<file path="src/common/tpm_regs.vh">
// Purpose: Register map, fields and constants of the PWM timer block
// Assumes: APB byte addressing, 32-bit data
// Notes: Included by hw/tpm_top.v
`ifndef TPM_REGS_VH
`define TPM_REGS_VH
// Byte offsets
`define TPM_OFS_CTRL 8'h00
`define TPM_OFS_CMPA 8'h04
`define TPM_OFS_CMPB 8'h08
`define TPM_OFS_CNT 8'h0C
`define TPM_OFS_STAT 8'h10
// Control field positions
`define TPM_WAVE_LSB 0
`define TPM_WAVE_MSB 2
`define TPM_COMA_LSB 4
`define TPM_COMA_MSB 5
`define TPM_COMB_LSB 6
`define TPM_COMB_MSB 7
`define TPM_DIRA_BIT 8
`define TPM_DIRB_BIT 9
`define TPM_PSC_LSB 12
`define TPM_PSC_MSB 14
`define TPM_ASYNC_BIT 16
// Status bits
`define TPM_ST_OVF 0
`define TPM_ST_MATCHA 1
`define TPM_ST_MATCHB 2
// Reset values
`define TPM_CTRL_RST 17'h00000
`define TPM_CMP_RST 8'h00
`define TPM_CNT_RST 8'h00
// Waveform modes
`define TPM_MODE_PC_FF 3'h1
`define TPM_MODE_FAST_FF 3'h3
`define TPM_MODE_PC_A 3'h5
`define TPM_MODE_FAST_A 3'h7
// Counter limits
`define TPM_BOTTOM 8'h00
`define TPM_MAX 8'hFF
// Compare output modes
`define TPM_COM_OFF 2'h0
`define TPM_COM_TOGGLE 2'h1
// Prescaler width covers division by 1024
`define TPM_PSC_W 10
`endif

</file>
<file path="src/hw/tpm_top.v">
// Purpose: Fast and phase correct PWM timer with two compare channels
// Assumes: APB slave on pclk, one wait state per access
// Notes: Normal and CTC modes only hold the counter
// Operation
// - Modes 3 and 7 count single-slope
// - Fast TOP is 0xFF or compare A
// - Fast output clears on match, sets BOTTOM
// - At TOP counter clears next tick
// - Fast mode flags overflow at TOP
// - Mode two non-inverted, three inverted
// - Pin driven only when direction is output
// - Fast extremes: spike or constant level
// - Toggle mode gives half-rate square wave
// - Fast compare values are double buffered
// - Modes 1 and 5 count dual-slope
// - Phase correct holds TOP one tick
// - Up match clears, down match sets
// - Phase correct flags overflow at BOTTOM
// - Phase correct extremes give constant levels
// - Leaving MAX keeps symmetry at BOTTOM
// - Missed up match still transitions
// - Counter advances only on timer tick
// - Prescale factors 1 to 1024
// - Channel A toggle needs top mode bit
// - Compare equal TOP acts at TOP
`timescale 1ns/10ps
`include "tpm_regs.vh"
`default_nettype none

module tpm_top #(
   parameter ADDR_W = 8
) (
   input wire pclk,
   input wire presetn,
   input wire ce,
   input wire psel,
   input wire penable,
   input wire pwrite,
   input wire [ADDR_W-1:0] paddr,
   input wire [31:0] pwdata,
   output reg [31:0] prdata,
   output reg pready,
   output reg pslverr,
   input wire async_tick_pin,
   output reg compare_output_a,
   output reg compare_output_a_oe,
   output reg compare_output_b,
   output reg compare_output_b_oe
);

   // Prescaler mask for select code, all ones means divide by 1024
   function [`TPM_PSC_W-1:0] tpm_psc_mask;
      input [2:0] sel;
      begin
         case (sel)
            3'h1: tpm_psc_mask = 10'h000;
            3'h2: tpm_psc_mask = 10'h007;
            3'h3: tpm_psc_mask = 10'h01F;
            3'h4: tpm_psc_mask = 10'h03F;
            3'h5: tpm_psc_mask = 10'h07F;
            3'h6: tpm_psc_mask = 10'h0FF;
            3'h7: tpm_psc_mask = 10'h3FF;
            default: tpm_psc_mask = 10'h000;
         endcase
      end
   endfunction

   // Next compare output state for one channel on a timer tick
   function tpm_next_oc;
      input oc;
      input [1:0] com;
      input fast;
      input up;
      input wrap;
      input top_turn;
      input bot_turn;
      input match;
      input ocr_top;
      input ocr_zero;
      input tog_ok;
      begin
         tpm_next_oc = oc;
         if (com == `TPM_COM_TOGGLE) begin
            if (tog_ok && match) begin
               tpm_next_oc = ~oc;
            end
         end else if (com[1]) begin
            // com[0] is the polarity
            if (fast) begin
               if (wrap) begin
                  tpm_next_oc = ~com[0];
               end else if (match) begin
                  tpm_next_oc = com[0];
               end
            end else begin
               if (top_turn) begin
                  // Missed up match is made good here
                  tpm_next_oc = ocr_top ? ~com[0] : com[0];
               end else if (bot_turn) begin
                  // Symmetry transition without a match
                  tpm_next_oc = ocr_zero ? com[0] : ~com[0];
               end else if (match) begin
                  tpm_next_oc = up ? com[0] : ~com[0];
               end
            end
         end
      end
   endfunction

   // Output enable: pin driven only with direction set and compare mode active
   function tpm_pin_oe;
      input dir;
      input [1:0] com;
      input tog_ok;
      begin
         tpm_pin_oe = dir && (com[1] || (com == `TPM_COM_TOGGLE && tog_ok));
      end
   endfunction

   reg [16:0] ctrl;
   reg [7:0] buf_a;
   reg [7:0] buf_b;
   reg [7:0] ocr_a;
   reg [7:0] ocr_b;
   reg [7:0] counter_value;
   reg count_up;
   reg overflow_flag;
   reg channel_a_match_flag;
   reg channel_b_match_flag;
   reg oc_a;
   reg oc_b;
   reg [`TPM_PSC_W-1:0] psc_count;
   reg sync1;
   reg sync2;
   reg sync3;

   wire [2:0] waveform_mode_field = ctrl[`TPM_WAVE_MSB:`TPM_WAVE_LSB];
   wire waveform_mode_top_bit = waveform_mode_field[2];
   wire [1:0] com_a = ctrl[`TPM_COMA_MSB:`TPM_COMA_LSB];
   wire [1:0] com_b = ctrl[`TPM_COMB_MSB:`TPM_COMB_LSB];
   wire [2:0] psc_sel = ctrl[`TPM_PSC_MSB:`TPM_PSC_LSB];
   wire async_mode = ctrl[`TPM_ASYNC_BIT];

   // Mode decode
   wire mode_fast = (waveform_mode_field == `TPM_MODE_FAST_FF) ||
                    (waveform_mode_field == `TPM_MODE_FAST_A);
   wire mode_pc = (waveform_mode_field == `TPM_MODE_PC_FF) ||
                  (waveform_mode_field == `TPM_MODE_PC_A);

   // TOP is 0xFF or channel A compare
   wire [7:0] top_value = waveform_mode_top_bit ? ocr_a : `TPM_MAX;

   // Source pulse: pclk in sync mode, synchronised pin edge in async mode
   wire async_pulse = sync2 & ~sync3;
   wire src_pulse = async_mode ? async_pulse : 1'b1;
   wire [`TPM_PSC_W-1:0] psc_mask = tpm_psc_mask(psc_sel);
   // Timer clock enable, code 0 stops the timer
   wire timer_clock_enable = src_pulse && (psc_sel != 3'h0) &&
                             ((psc_count & psc_mask) == psc_mask);

   // Counter events on this tick
   wire fast_wrap = mode_fast && (counter_value == top_value);
   wire pc_top = mode_pc && count_up && (counter_value >= top_value);
   wire pc_bot = mode_pc && !count_up && (counter_value == `TPM_BOTTOM);
   wire match_a = (counter_value == ocr_a);
   wire match_b = (counter_value == ocr_b);
   wire pwm_on = mode_fast || mode_pc;

   // APB decode
   wire apb_setup = psel && penable && !pready;
   wire apb_access = psel && penable && pready;
   wire apb_wr = apb_access && pwrite;
   wire [7:0] apb_ofs = paddr[7:0];
   wire wr_ctrl = apb_wr && (apb_ofs == `TPM_OFS_CTRL);
   wire wr_cmpa = apb_wr && (apb_ofs == `TPM_OFS_CMPA);
   wire wr_cmpb = apb_wr && (apb_ofs == `TPM_OFS_CMPB);
   wire wr_cnt = apb_wr && (apb_ofs == `TPM_OFS_CNT);
   wire wr_stat = apb_wr && (apb_ofs == `TPM_OFS_STAT);

   reg [31:0] next_prdata;
   reg next_pslverr;

   // Read mux and unmapped-address error
   always @* begin
      next_prdata = 32'h00000000;
      next_pslverr = 1'b0;
      case (apb_ofs)
         `TPM_OFS_CTRL: next_prdata = {15'h0000, ctrl};
         `TPM_OFS_CMPA: next_prdata = {24'h000000, buf_a};
         `TPM_OFS_CMPB: next_prdata = {24'h000000, buf_b};
         `TPM_OFS_CNT: next_prdata = {24'h000000, counter_value};
         `TPM_OFS_STAT: next_prdata = {29'h00000000, channel_b_match_flag,
                                        channel_a_match_flag, overflow_flag};
         default: next_pslverr = 1'b1;
      endcase
   end

   // APB handshake, one wait state so the answer comes from flops
   always @(posedge pclk or negedge presetn) begin
      if (!presetn) begin
         pready <= 1'b0;
         pslverr <= 1'b0;
         prdata <= 32'h00000000;
      end else if (ce) begin
         pready <= apb_setup;
         pslverr <= apb_setup && next_pslverr;
         if (apb_setup && !pwrite) begin
            prdata <= next_prdata;
         end
      end
   end

   // Pin synchroniser and prescaler
   always @(posedge pclk or negedge presetn) begin
      if (!presetn) begin
         sync1 <= 1'b0;
         sync2 <= 1'b0;
         sync3 <= 1'b0;
         psc_count <= {`TPM_PSC_W{1'b0}};
      end else if (ce) begin
         sync1 <= async_tick_pin;
         sync2 <= sync1;
         sync3 <= sync2;
         if (psc_sel == 3'h0) begin
            psc_count <= {`TPM_PSC_W{1'b0}};
         end else if (src_pulse) begin
            psc_count <= psc_count + 10'h001;
         end
      end
   end

   // Configuration and compare buffers
   always @(posedge pclk or negedge presetn) begin
      if (!presetn) begin
         ctrl <= `TPM_CTRL_RST;
         buf_a <= `TPM_CMP_RST;
         buf_b <= `TPM_CMP_RST;
      end else if (ce) begin
         if (wr_ctrl) begin
            ctrl <= pwdata[16:0];
         end
         if (wr_cmpa) begin
            buf_a <= pwdata[7:0];
         end
         if (wr_cmpb) begin
            buf_b <= pwdata[7:0];
         end
      end
   end

   // Counter sequencing and buffer transfer
   // Only moves on a timer tick, so prescaled modes see each step once
   always @(posedge pclk or negedge presetn) begin
      if (!presetn) begin
         counter_value <= `TPM_CNT_RST;
         count_up <= 1'b1;
         ocr_a <= `TPM_CMP_RST;
         ocr_b <= `TPM_CMP_RST;
      end else if (ce) begin
         if (!pwm_on) begin
            // Without double buffering the buffer acts directly
            ocr_a <= buf_a;
            ocr_b <= buf_b;
            count_up <= 1'b1;
         end
         if (wr_cnt) begin
            counter_value <= pwdata[7:0];
         end else if (timer_clock_enable && mode_fast) begin
            if (fast_wrap) begin
               counter_value <= `TPM_BOTTOM;
               ocr_a <= buf_a;
               ocr_b <= buf_b;
            end else begin
               counter_value <= counter_value + 8'h01;
            end
         end else if (timer_clock_enable && mode_pc) begin
            if (pc_top) begin
               // TOP was shown for this whole tick
               counter_value <= (counter_value == `TPM_BOTTOM) ?
                                `TPM_BOTTOM : counter_value - 8'h01;
               count_up <= 1'b0;
               ocr_a <= buf_a;
               ocr_b <= buf_b;
            end else if (pc_bot) begin
               counter_value <= (top_value == `TPM_BOTTOM) ?
                                `TPM_BOTTOM : 8'h01;
               count_up <= 1'b1;
            end else if (count_up) begin
               counter_value <= counter_value + 8'h01;
            end else begin
               counter_value <= counter_value - 8'h01;
            end
         end
      end
   end

   // Status flags, write one to clear, a set in the same cycle wins
   always @(posedge pclk or negedge presetn) begin
      if (!presetn) begin
         overflow_flag <= 1'b0;
         channel_a_match_flag <= 1'b0;
         channel_b_match_flag <= 1'b0;
      end else if (ce) begin
         overflow_flag <= (overflow_flag & ~(wr_stat & pwdata[`TPM_ST_OVF])) |
                          (timer_clock_enable & !wr_cnt &
                           (fast_wrap | pc_bot));
         channel_a_match_flag <= (channel_a_match_flag &
                                  ~(wr_stat & pwdata[`TPM_ST_MATCHA])) |
                                 (timer_clock_enable & !wr_cnt & pwm_on & match_a);
         channel_b_match_flag <= (channel_b_match_flag &
                                  ~(wr_stat & pwdata[`TPM_ST_MATCHB])) |
                                 (timer_clock_enable & !wr_cnt & pwm_on & match_b);
      end
   end

   // Internal compare output states, kept even while the pin is released
   always @(posedge pclk or negedge presetn) begin
      if (!presetn) begin
         oc_a <= 1'b0;
         oc_b <= 1'b0;
      end else if (ce) begin
         if (timer_clock_enable && pwm_on && !wr_cnt) begin
            oc_a <= tpm_next_oc(oc_a, com_a, mode_fast, count_up, fast_wrap,
                                pc_top, pc_bot, match_a, ocr_a == top_value,
                                ocr_a == `TPM_BOTTOM, waveform_mode_top_bit);
            // Channel B toggle is reserved, so it never toggles
            oc_b <= tpm_next_oc(oc_b, com_b, mode_fast, count_up, fast_wrap,
                                pc_top, pc_bot, match_b, ocr_b == top_value,
                                ocr_b == `TPM_BOTTOM, 1'b0);
         end
      end
   end

   // Pin stage, one pclk behind the internal state
   always @(posedge pclk or negedge presetn) begin
      if (!presetn) begin
         compare_output_a <= 1'b0;
         compare_output_a_oe <= 1'b0;
         compare_output_b <= 1'b0;
         compare_output_b_oe <= 1'b0;
      end else if (ce) begin
         compare_output_a <= oc_a;
         compare_output_b <= oc_b;
         compare_output_a_oe <= tpm_pin_oe(ctrl[`TPM_DIRA_BIT], com_a,
                                           waveform_mode_top_bit);
         compare_output_b_oe <= tpm_pin_oe(ctrl[`TPM_DIRB_BIT], com_b,
                                           1'b0);
      end
   end

endmodule

`default_nettype wire

</file>
<file path="config.mk">
export PLATFORM = sky130hd
export DESIGN_NAME = tpm_top
export DESIGN_NICKNAME = d
export VERILOG_FILES = /design/src/hw/tpm_top.v
export VERILOG_INCLUDE_DIRS = /design/src /design/src/common
export SDC_FILE = /design/constraint.sdc
export NUM_CORES = 1
export LEC_CHECK = 0
export BUFFER_PORTS_ARGS = -buffer_cell sky130_fd_sc_hd__buf_2
export CORE_ASPECT_RATIO = 1.75
export CORE_UTILIZATION = 62
export CTS_CLUSTER_DIAMETER = 40
export DETAILED_ROUTE_END_ITERATION = 10
export PLACE_DENSITY = 0.85
export SYNTH_ARGS = -nofsm -noshare
export SYNTH_HDL_FRONTEND = slang
export SYNTH_SLANG_ARGS = --single-unit
</file>
<file path="constraint.sdc">
create_clock -name pclk -period 8.6 [get_ports pclk]
set_input_delay 2.15 -clock pclk [delete_from_list [all_inputs] [get_ports pclk]]
set_output_delay 2.15 -clock pclk [all_outputs]
set_load 0.1 [all_outputs]
</file>
* Word-level counts from Yosys, hierarchy flattened
Cells that the tools add are included.
W data, S select, Z words.
** Word-level totals
- Flip-flop bits (word level) :: 114
- Latch bits :: 0
- Memory bits (writable) :: 0
- ROM bits :: 0
- Bits of input ports :: 47
- Output and inout bits :: 38
- Word-level logic and storage cells :: 187
- Memories :: 0
** Cells by class
- Add/subtract/negate cells :: 3
- Multiply operators :: 0
- Divide/modulo/power cells :: 0
- Magnitude comparators :: 1
- Equality and inequality tests :: 25
- Shift operators :: 0
- Mux-type cells :: 55
- Bitwise gates (word level) :: 25
- Reductions and logical operators :: 55
** Operator list (number)
- $mux W8 :: 21
- $pmux W17 S5 :: 1
- $pmux W10 S6 :: 1
- $eq A8 B8 Y1 :: 5
- $logic_not A8 Y1 :: 5
- $mux W1 :: 30
- $logic_and A1 B1 Y1 :: 26
- $mux W10 :: 2
- $eq A3 B3 Y1 const B :: 6
- $eq A8 B4 Y1 const B :: 2
- $and A1 B1 Y1 :: 12
- $reduce_and A2 Y1 :: 6
- $reduce_and A6 Y1 :: 2
- $add A10 B1 Y10 const B :: 1
- $and A10 B10 Y10 :: 1
- $eq A10 B10 Y1 :: 1
- $eq A3 B2 Y1 const B :: 3
- $add A8 B1 Y8 const B :: 1
- $eq A8 B3 Y1 const B :: 1
- $eq A8 B5 Y1 const B :: 1
- $ge A8 B8 Y1 :: 1
- $not A1 Y1 :: 8
- $sub A8 B1 Y8 const B :: 1
- $reduce_bool A3 Y1 :: 2
- other kinds (13) :: 24

* Depth between registers and ports, before layout
Gate-level depths: netlist of the first run.
- Depth in word-level cells :: 9
- Gate-level depth with buffers :: 11
- Mapped depth without buffers :: 9

* Worst setup path after synthesis of the first run
No wires, ideal clock.
- Path type :: input port to flip-flop
- Start point :: input paddr[4]
- End point :: register ocr_a[6]
- Library setup time :: 0.128 ns
- Data arrival time :: 4.046 ns
- Data required time :: 8.472 ns
- Path slack :: 4.426 ns
- Stages :: 7
- Path buffers :: 2
- Cells stage by stage :: buf_4 or4b_4 nor4_4 o31ai_2 nand2_2 buf_6 mux2_1
** On the way
- Cells in the longest elaborated chain, start to end :: 3
** RTL lines
- start: declaration :: line tpm_top.v:39 : input wire [ADDR_W-1:0] paddr,
- $eq A8 B4 Y1
- $logic_and A1 B1 Y1 :: line tpm_top.v:177 : wire wr_cnt = apb_wr && (apb_ofs == `TPM_OFS_CNT);
- $mux W8 :: line tpm_top.v:266 : if (wr_cnt) begin
- end signal: assignment :: line tpm_top.v:262 : ocr_a <= buf_a;
- end signal: assignment :: line tpm_top.v:271 : ocr_a <= buf_a;
- end signal: assignment :: line tpm_top.v:282 : ocr_a <= buf_a;
- end: declaration :: line tpm_top.v:123 : reg [7:0] ocr_a;
Every way passes these cells.
A chain may end at the register's enable or synchronous reset.

* Final worst setup path of the first run
- Start point :: input paddr[4]
- End point :: register counter_value[0]
** On the way
- Cells in the longest elaborated chain, start to end :: 4
- Elaborated cells between the ends (all ways) :: 5
- Classes of those cells :: eq/ne (1); mux (1); reduce/logical (3)
** RTL lines
- $eq A8 B4 Y1 *
- $logic_and A1 B1 Y1 * :: line tpm_top.v:177
- $reduce_bool A3 Y1 (no source line)
- $reduce_and A2 Y1 (no source line)
- end signal: assignment :: line tpm_top.v:255 : counter_value <= `TPM_CNT_RST;
- end signal: assignment :: line tpm_top.v:267 : counter_value <= pwdata[7:0];
- end signal: assignment :: line tpm_top.v:270 : counter_value <= `TPM_BOTTOM;
- end: declaration :: line tpm_top.v:125 : reg [7:0] counter_value;
Mark *: on every way between the ends. The rest lies on a longest branch, timed or not.

==> summary.md, run 1 <==
| Metric | Value |
|---|---|
| Layout net count | `667` |
| Top cells by area, synth | `dfrtp_1, mux2_2, mux2_4` |
| Post-layout minimum cycle time | `4120 ps` |
| Sw Share | `27.5%` |
| Layout cell share with drive strength beyond 1 | `23.8%` |
| Power density over the cells | `149 mW/mm2` |
| Synth-to-layout area growth | `9.02%` |
| Crit path max fanout | `19` |
| Part of the power in registers | `49.8%` |
| Worst R2R Start | `counter_value[0]$_DFFE_PN0P_` |
| Gr usage total | `33.5%` |
| Endpoints failing setup | `0` |
| Final wirelength | `15.2 mm` |
| Post-synth top area cell | `dfrtp_1` |
| Die height | `130 um` |
| Combinational power share | `8.1%` |
| # resized after CTS | `0` |
| Setup WS post-layout | `4480 ps` |
| Final hold vios | `0` |
| DR iter-0 viols | `354` |
| ANT nets after route | `0` |
| Worst EP arrival | `4310 ps` |
| Clk sinks | `99` |
| Largest net degree at the start of global routing | `80` |
| Chip width | `75.4 um` |
| Yosys warnings | `0` |
| Num rows | `46` |
| Residual DRC count | `0` |
| Post-CTS Setup Inserts | `0` |
| I/O pin total | `85` |
| CTS max path bufs | `2` |
| WS Path Type | `primary input to register` |
| Root Driver | `clkbuf_16` |
| Clock power share | `42.0%` |
| Setup Skew | `9.61 ps` |
| Switch Pwr | `0.261 mW` |
| Slew of the pin with the lowest slew margin | `988 ps` |
| CTS tree | `yes` |
| Crit path from | `paddr[4]` |
| Worst-skew pair later-pin latency | `350 ps` |
| Cells on worst reg2reg path | `9` |
| Int Pwr | `0.687 mW` |
| GR Overflow Total | `0` |
| First-pass DRT Iterations | `6` |
| H-tree Lvls | `3` |
| Post-Synth Adder-Cell Area | `2.36%` |
| Area occupied by registers | `0.00248 mm2` |
| Pre-CTS worst setup slack | `4150 ps` |
| Yosys top cell area share | `42.0%` |
| Leak | `3.06 nW` |
| CTS buffer count | `9` |
| Ant diodes | `0` |
| Largest family of logic cells by synthesized area | `simple AND/OR/NAND/NOR gates` |
| Synth Area in XOR/XNOR | `5.70%` |
| Outcome | `finished clean` |
| Vias per std cell | `6.44` |
| Fillers | `698` |
| Die area | `0.00982 mm2` |
| Starting Density | `64.2%` |
| Worst slew margin | `34.2%` |
| First-pass GRT wire length | `24.0 mm` |
| Worst Hold End | `prdata[5]$_DFFE_PN0P_` |
| Tot Pwr | `0.948 mW` |
| Hold buffers post-CTS | `0` |
| Wire length per cell | `20.7 um` |
| EDFF count, synth | `0` |
| Ys async rst share | `100%` |
| CP required | `8790 ps` |
| Hold_sp | `prdata[5]$_DFFE_PN0P_` |
| Netlist Area Pre-Place | `0.00584 mm2` |
| Fmax achieved | `243 MHz` |
| Hold depth | `1` |
| Post-synth cell types | `73` |
| Maximum VDD drop | `161 uV` |
| Placer Congestion | `0.915` |
| Core footprint | `0.00909 mm2` |
| Maxcap violations | `0` |
| Synth Area in Simple Gates | `16.4%` |
| Worst hold margin | `478 ps` |
| Via count | `4730` |
| Vias in the first global route | `4713` |
| CP Launch Type | `primary input` |
| Setup_tns | `0 ps` |
| Slew Viols, Final | `0` |
| Clock slew at reported path FFs | `80 ps` |
| Synth Instances | `570` |
| Compound-Gate Fraction of Synth Area | `15.3%` |
| Initial antenna violation count | `0` |
| CP Capture Type | `register` |
| Post-synthesis sequential area ratio | `42.5%` |
| Area of the multi-input gates | `0.00308 mm2` |
| Syn_area_per_cell | `10.2 um2` |
| Reg2reg setup slack | `5010 ps` |
| Post-synthesis register bit count | `99` |
| Mux contribution to synthesized area | `12.1%` |
| RSZ-0062 raised after global routing | `false` |
| PortBufs | `54` |
| Final period utilization | `47.9%` |
| R2R Path End | `ocr_b[0]$_DFFE_PN0P_` |
| Top FF cell, synth | `dfrtp_1` |
| Post-DP HPWL | `11.1 mm` |
| Min-delay worst type | `register to register` |
worst max-delay path by stage:
stage	to	slack (ps)	cells past startpoint
floorplan	ocr_a[6]$_DFFE_PN0P_	4430	7
global placement	ocr_b[5]$_DFFE_PN0P_	4200	7
detailed placement	ocr_b[1]$_DFFE_PN0P_	4150	7
CTS	ocr_b[0]$_DFFE_PN0P_	4500	7
global route	counter_value[0]$_DFFE_PN0P_	4400	7
finish	counter_value[0]$_DFFE_PN0P_	4480	7
worst max-delay path: stages:
cell and delay [ps]:
buf_2 180, or4b_4 590, nor4_4 210, buf_4 300, o21ai_1 380, a221oi_1 370
a22oi_1 110
cell families (layout without fill, tap and decap cells):
group	after synthesis	count (layout)
XOR/XNOR	38	38
adder cells (fa/ha/maj)	11	11
buffers and inverters	60	90
multiplexers	58	58
flip-flops	99	99
AND/OR/NAND/NOR	175	175
other	1	15
AO/OA/AOI/OAI	128	128
placed cells by master (no fill, tap or decap), types with 4 or more instances in the layout:
master / Yosys / final
ha_1: 11 / 11
nand4_1: 6 / 6
and2_1: 7 / 7
a32oi_1: 4 / 4
o21ai_0: 21 / 21
dfrtp_1: 98 / 98
o22ai_1: 4 / 4
a21o_1: 5 / 5
mux2_4: 17 / 17
a31oi_1: 4 / 4
inv_6: 0 / 4
nor2_1: 33 / 33
nor4_1: 9 / 9
nand2b_1: 4 / 4
buf_2: 4 / 53
xnor2_1: 14 / 14
xor2_1: 24 / 24
a222oi_1: 4 / 4
nand3_1: 16 / 16
a22o_1: 11 / 11
conb_1: 1 / 15
inv_1: 17 / 17
nor2b_1: 12 / 12
buf_4: 16 / 4
mux2_2: 32 / 32
nand2_1: 46 / 46
or3_1: 4 / 4
nor3_2: 4 / 4
o21ai_1: 9 / 9
a211oi_1: 7 / 7
nor3_1: 9 / 9
a21oi_1: 25 / 25
mux2i_1: 8 / 8
clkbuf_16: 0 / 9
flip-flops by register name (all words and copies together), names as in the netlist, 8 cells and up:
name,flops
counter_value,8
ctrl,17
buf_b,8
ocr_a,8
buf_a,8
prdata,17
ocr_b,8
psc_count,10
power groups by stage:
stage | sequential (mW) | combinational (mW) | clock (mW)
2_1_floorplan | 0.487 | 0.0525 | 0
3_3_place_gp | 0.481 | 0.0758 | 0
3_5_place_dp | 0.481 | 0.0771 | 0
4_1_cts | 0.472 | 0.0772 | 0.404
5_1_grt | 0.473 | 0.0822 | 0.419
6_report | 0.472 | 0.0771 | 0.399
cells in the mapped netlist, types with 5 or more instances:
cell type	instances
dfrtp_1	98
nand2_1	46
nor2_1	33
mux2_2	32
a21oi_1	25
xor2_1	24
o21ai_0	21
inv_1	17
mux2_4	17
buf_4	16
clkbuf_1	16
nand3_1	16
xnor2_1	14
nor2b_1	12
a22o_1	11
ha_1	11
nor3_1	9
nor4_1	9
o21ai_1	9
mux2i_1	8
a211oi_1	7
and2_1	7
nand4_1	6
a21o_1	5
buf_6	5
through the flow:
step	instances	area (um2)	utilization, %
finish	734	6360	70.0
global route	734	6360	70.0
CTS	734	6360	70.0
detailed placement	718	6070	66.8
global placement	718	6070	66.8
floorplan	584	5890	-
layer usage:
| metal | part of all wire [%] | global-route usage, % |
|---|---|---|
| met5 | 0 | 0 |
| met2 | 53 | 57.9 |
| met3 | 4.7 | 5.06 |
| met4 | 5.5 | 18.3 |
| met1 | 37 | 38.9 |
layout make-up:
class / count / area share, %
clock buffers: 9 / 3.54
clock inverters: 7 / 1.06
inverters: 17 / 1.00
multi-input cells: 425 / 48.5
flip-flops and latches: 99 / 38.9
well taps: 120 / 2.36
repair buffers: 57 / 4.64
No activity file was read; power rests on OpenSTA's default activity.
==> run 2, diff against run 1 <==
Settings changed: ABC_AREA set to 1, CORE_UTILIZATION 62 to 58, PLACE_DENSITY 0.85 to 0.79.
Clock period 8.6 ns to 3.9 ns, I/O delays scaled along.
==> run 2 against run 1 <==
Die area rose by 12%. Sequential share of layout area decreased by 1.9 points. Highest routed layer unchanged. Combinational power increased to 4.1 times the previous value.
==> summary.md, run 2 <==
| Metric | Value |
|---|---|
| Post-synthesis register bit count | `99 (unchanged)` |
| Largest net degree at the start of global routing | `59 (was 80)` |
| Slew Viols, Final | `0 (unchanged)` |
| Post-synthesis sequential area ratio | `40.6% (was 42.5%)` |
| Final period utilization | `77.0%` |
| Syn_area_per_cell | `7.26 um2 (was 10.2 um2)` |
| Post-synth top area cell | `dfrtp_1 (unchanged)` |
| Vias per std cell | `5.66 (was 6.44)` |
| Chip width | `79.6 um (was 75.4 um)` |
| Post-CTS Setup Inserts | `0 (unchanged)` |
| Die height | `138 um (was 130 um)` |
| RSZ-0062 raised after global routing | `false (unchanged)` |
| Worst EP arrival | `3280 ps (was 4310 ps)` |
| Core footprint | `0.0102 mm2 (was 0.00909 mm2)` |
| CP Capture Type | `register (unchanged)` |
| WS Path Type | `register to register (was primary input to register)` |
| Worst-skew pair later-pin latency | `350 ps (about the same)` |
| Top cell by count, worst path | `nand2_1` |
| Worst path cell trace | `inv_1 -> nor2_1 -> ha_1 -> nand2_1 -> nor2_1 -> nand2_1 -> nand2_1 -> nor2_2 -> nand2_2 -> nand2_4 -> nand2_1 -> nand3_2 -> nand2_4 -> nand2_8 -> nand2_1 -> o21ai_2 (was buf_2 -> or4b_4 -> nor4_4 -> buf_4 -> o21ai_1 -> a221oi_1 -> a22oi_1)` |
| Worst slew margin | `29.4% (was 34.2%)` |
| Via count | `5784 (was 4730)` |
| Maximum VDD drop | `303 uV (was 161 uV)` |
| Vias in the first global route | `5668 (was 4713)` |
| Ys async rst share | `100% (unchanged)` |
| CTS buffer count | `9 (unchanged)` |
| CTS max path bufs | `2 (unchanged)` |
| Clk sinks | `99 (unchanged)` |
| Post-DP HPWL | `13.0 mm (was 11.1 mm)` |
| Most frequent cells in the layout | `nand2_1, inv_1, dfrtp_1 (was dfrtp_1, buf_2, nand2_1)` |
| Top FF cell, synth | `dfrtp_1 (unchanged)` |
| Cell family with most CP delay | `simple AND/OR/NAND/NOR gates (was compound AO/OA/AOI/OAI gates)` |
| Synth Instances | `841 (was 570)` |
| Yosys top cell area share | `40.2% (was 42.0%)` |
| Most common cell after layout, fill and taps aside | `nand2_1 (was dfrtp_1)` |
| Root Driver | `clkbuf_16 (unchanged)` |
| Min-delay worst type | `register to register (unchanged)` |
| H-tree Lvls | `3 (unchanged)` |
| Crit path max fanout | `28 (was 19)` |
| GR Overflow Total | `0 (unchanged)` |
| First-pass DRT Iterations | `5 (was 6)` |
| CP required | `4170 ps (was 8790 ps)` |
| Slew of the pin with the lowest slew margin | `1060 ps (was 988 ps)` |
| Layout cell share with drive strength beyond 1 | `13.5% (was 23.8%)` |
| Yosys warnings | `0 (unchanged)` |
| Final hold vios | `0 (unchanged)` |
| CP Launch Type | `register (was primary input)` |
| Final wirelength | `17.2 mm (was 15.2 mm)` |
| Num rows | `49 (was 46)` |
| Post-layout minimum cycle time | `3000 ps` |
| Layout net count | `948 (was 667)` |
| Setup Skew | `6.76 ps (was 9.61 ps)` |
| Setup_tns | `0 ps (unchanged)` |
| Starting Density | `59.6% (was 64.2%)` |
| PortBufs | `54 (unchanged)` |
| Wire length per cell | `16.8 um (was 20.7 um)` |
| DR iter-0 viols | `442 (was 354)` |
| Tot Pwr | `2.32 mW (was 0.948 mW)` |
| Leak | `3.53 nW (was 3.06 nW)` |
| Top cells by count, synth | `nand2_1, inv_1, dfrtp_1, o21ai_0, nor2_1 (was dfrtp_1, nand2_1, nor2_1, mux2_2, a21oi_1)` |
| Clock slew at reported path FFs | `70 ps (was 80 ps)` |
| Count leader, synth | `nand2_1 (was dfrtp_1)` |
| Die area | `0.0110 mm2 (was 0.00982 mm2)` |
| Residual DRC count | `0 (unchanged)` |
| Synth-to-layout area growth | `9.63% (was 9.02%)` |
| Ant diodes | `0 (unchanged)` |
| I/O pin total | `85 (unchanged)` |
| CTS tree | `yes (unchanged)` |
| Netlist Area Pre-Place | `0.00611 mm2 (was 0.00584 mm2)` |
| Post-synth cell types | `42 (was 73)` |
| Critical path buffers and inverters | `1 (was 2)` |
| ANT nets after route | `0 (unchanged)` |
| Endpoints failing setup | `0 (unchanged)` |
| Maxcap violations | `0 (unchanged)` |
| Initial antenna violation count | `0 (unchanged)` |
| Gr usage total | `33.6% (was 33.5%)` |
| Top cells by area, synth | `dfrtp_1, nand2_1, inv_1 (was dfrtp_1, mux2_2, mux2_4)` |
| CP max stage delay | `660 ps (was 590 ps)` |
| First-pass GRT wire length | `27.5 mm (was 24.0 mm)` |
| Hold buffers post-CTS | `0 (unchanged)` |
| Top Registers | `ctrl x17, prdata x17, psc_count x10 (unchanged)` |
| Power density over the cells | `347 mW/mm2 (was 149 mW/mm2)` |
| # resized after CTS | `0 (unchanged)` |
| EDFF count, synth | `0 (unchanged)` |
| Fmax achieved | `333 MHz` |
| Worst path slowest cell | `dfrtp_1 (was or4b_4)` |
| Placer Congestion | `0.923 (was 0.915)` |
| Outcome | `finished clean (unchanged)` |
[run 2: cell types whose count changed after synthesis, moves of 12 or more]
cell     previous run  this run
mux2_4             17         0
nor2b_1            12         0
nand2_1            46       247
nand3_1            16        33
a21oi_1            25        42
o21ai_0            21        75
mux2_2             32         0
o21ai_2             0        13
nand4_1             6        21
nor2_1             33        67
inv_1              17       102
[run 2: layout make-up]
cell class	count	area, um2
Inverter	107	404
Multi-Input combinational cell	612	3040
Fill cell	919	3540
Timing Repair Buffer	61	325
Sequential cell	99	2480
Clock buffer	11	233
Tap cell	127	159
Clock inverter	5	60.1
[run 2: worst paths after layout]
kind | start | end | slack (ps) | cells past startpoint
setup / recovery | ctrl[2]$_DFFE_PN0P_ | ocr_b[4]$_DFFE_PN0P_ | 900 | 16
hold / removal | compare_output_b$_DFFE_PN0P_ | compare_output_b$_DFFE_PN0P_ | 470 | 2
setup reg to reg | ctrl[2]$_DFFE_PN0P_ | ocr_b[4]$_DFFE_PN0P_ | 900 | 16
hold reg to reg | compare_output_b$_DFFE_PN0P_ | compare_output_b$_DFFE_PN0P_ | 470 | 2
max in group asynchronous | presetn | count_up$_DFFE_PN1P_ | 2370 | 2
min in group asynchronous | presetn | psc_count[4]$_DFFE_PN0P_ | 670 | 1
[run 2: cells by family after synthesis]
group                    count (synthesis)  synth area share [%]
AND/OR/NAND/NOR                        406                  28.8
AO/OA/AOI/OAI                          159                  14.7
buffers and inverters                  144                  10.6
flip-flops                              99                  40.6
XOR/XNOR                                20                  2.87
adder cells (fa/ha/maj)                 11                  2.25
other                                    1                0.0614
multiplexers                             1                 0.164
[run 2: metrics by stage]
| step | hold slack, ps | worst slack [ps] | utilization, % | std cells | instance area (um2) |
|---|---|---|---|---|---|
| finish | 475 | 896 | 65.4 | 1022 | 6700 |
| global route | 511 | 652 | 65.4 | 1022 | 6700 |
| CTS | 475 | 935 | 65.4 | 1022 | 6700 |
| detailed placement | 459 | 832 | 62.5 | 1006 | 6400 |
| global placement | 454 | 1030 | 62.5 | 1006 | 6400 |
| floorplan | 442 | 1580 | - | 855 | 6160 |
[run 2: power by group]
part	internal [mW]	switching, mW
clock	0.502	0.392
combinational	0.0794	0.240
sequential	1.07	0.0417
[run 2: worst register-to-register path, stage by stage (launching register included)]
cell	delay, ps
dfrtp_1	660
inv_1	330
nor2_1	220
ha_1	270
nand2_1	80
nor2_1	70
nand2_1	150
nand2_1	80
nor2_2	130
nand2_2	90
nand2_4	130
nand2_1	110
nand3_2	120
nand2_4	90
nand2_8	220
nand2_1	120
o21ai_2	60
[run 2: layer usage]
layer	routed length, um	share of wire [%]	track usage [%]
met3	855	5.0	4.44
met4	1080	6.3	20.1
met1	6290	37	37.5
met5	0	0	0
met2	8950	52	59.7
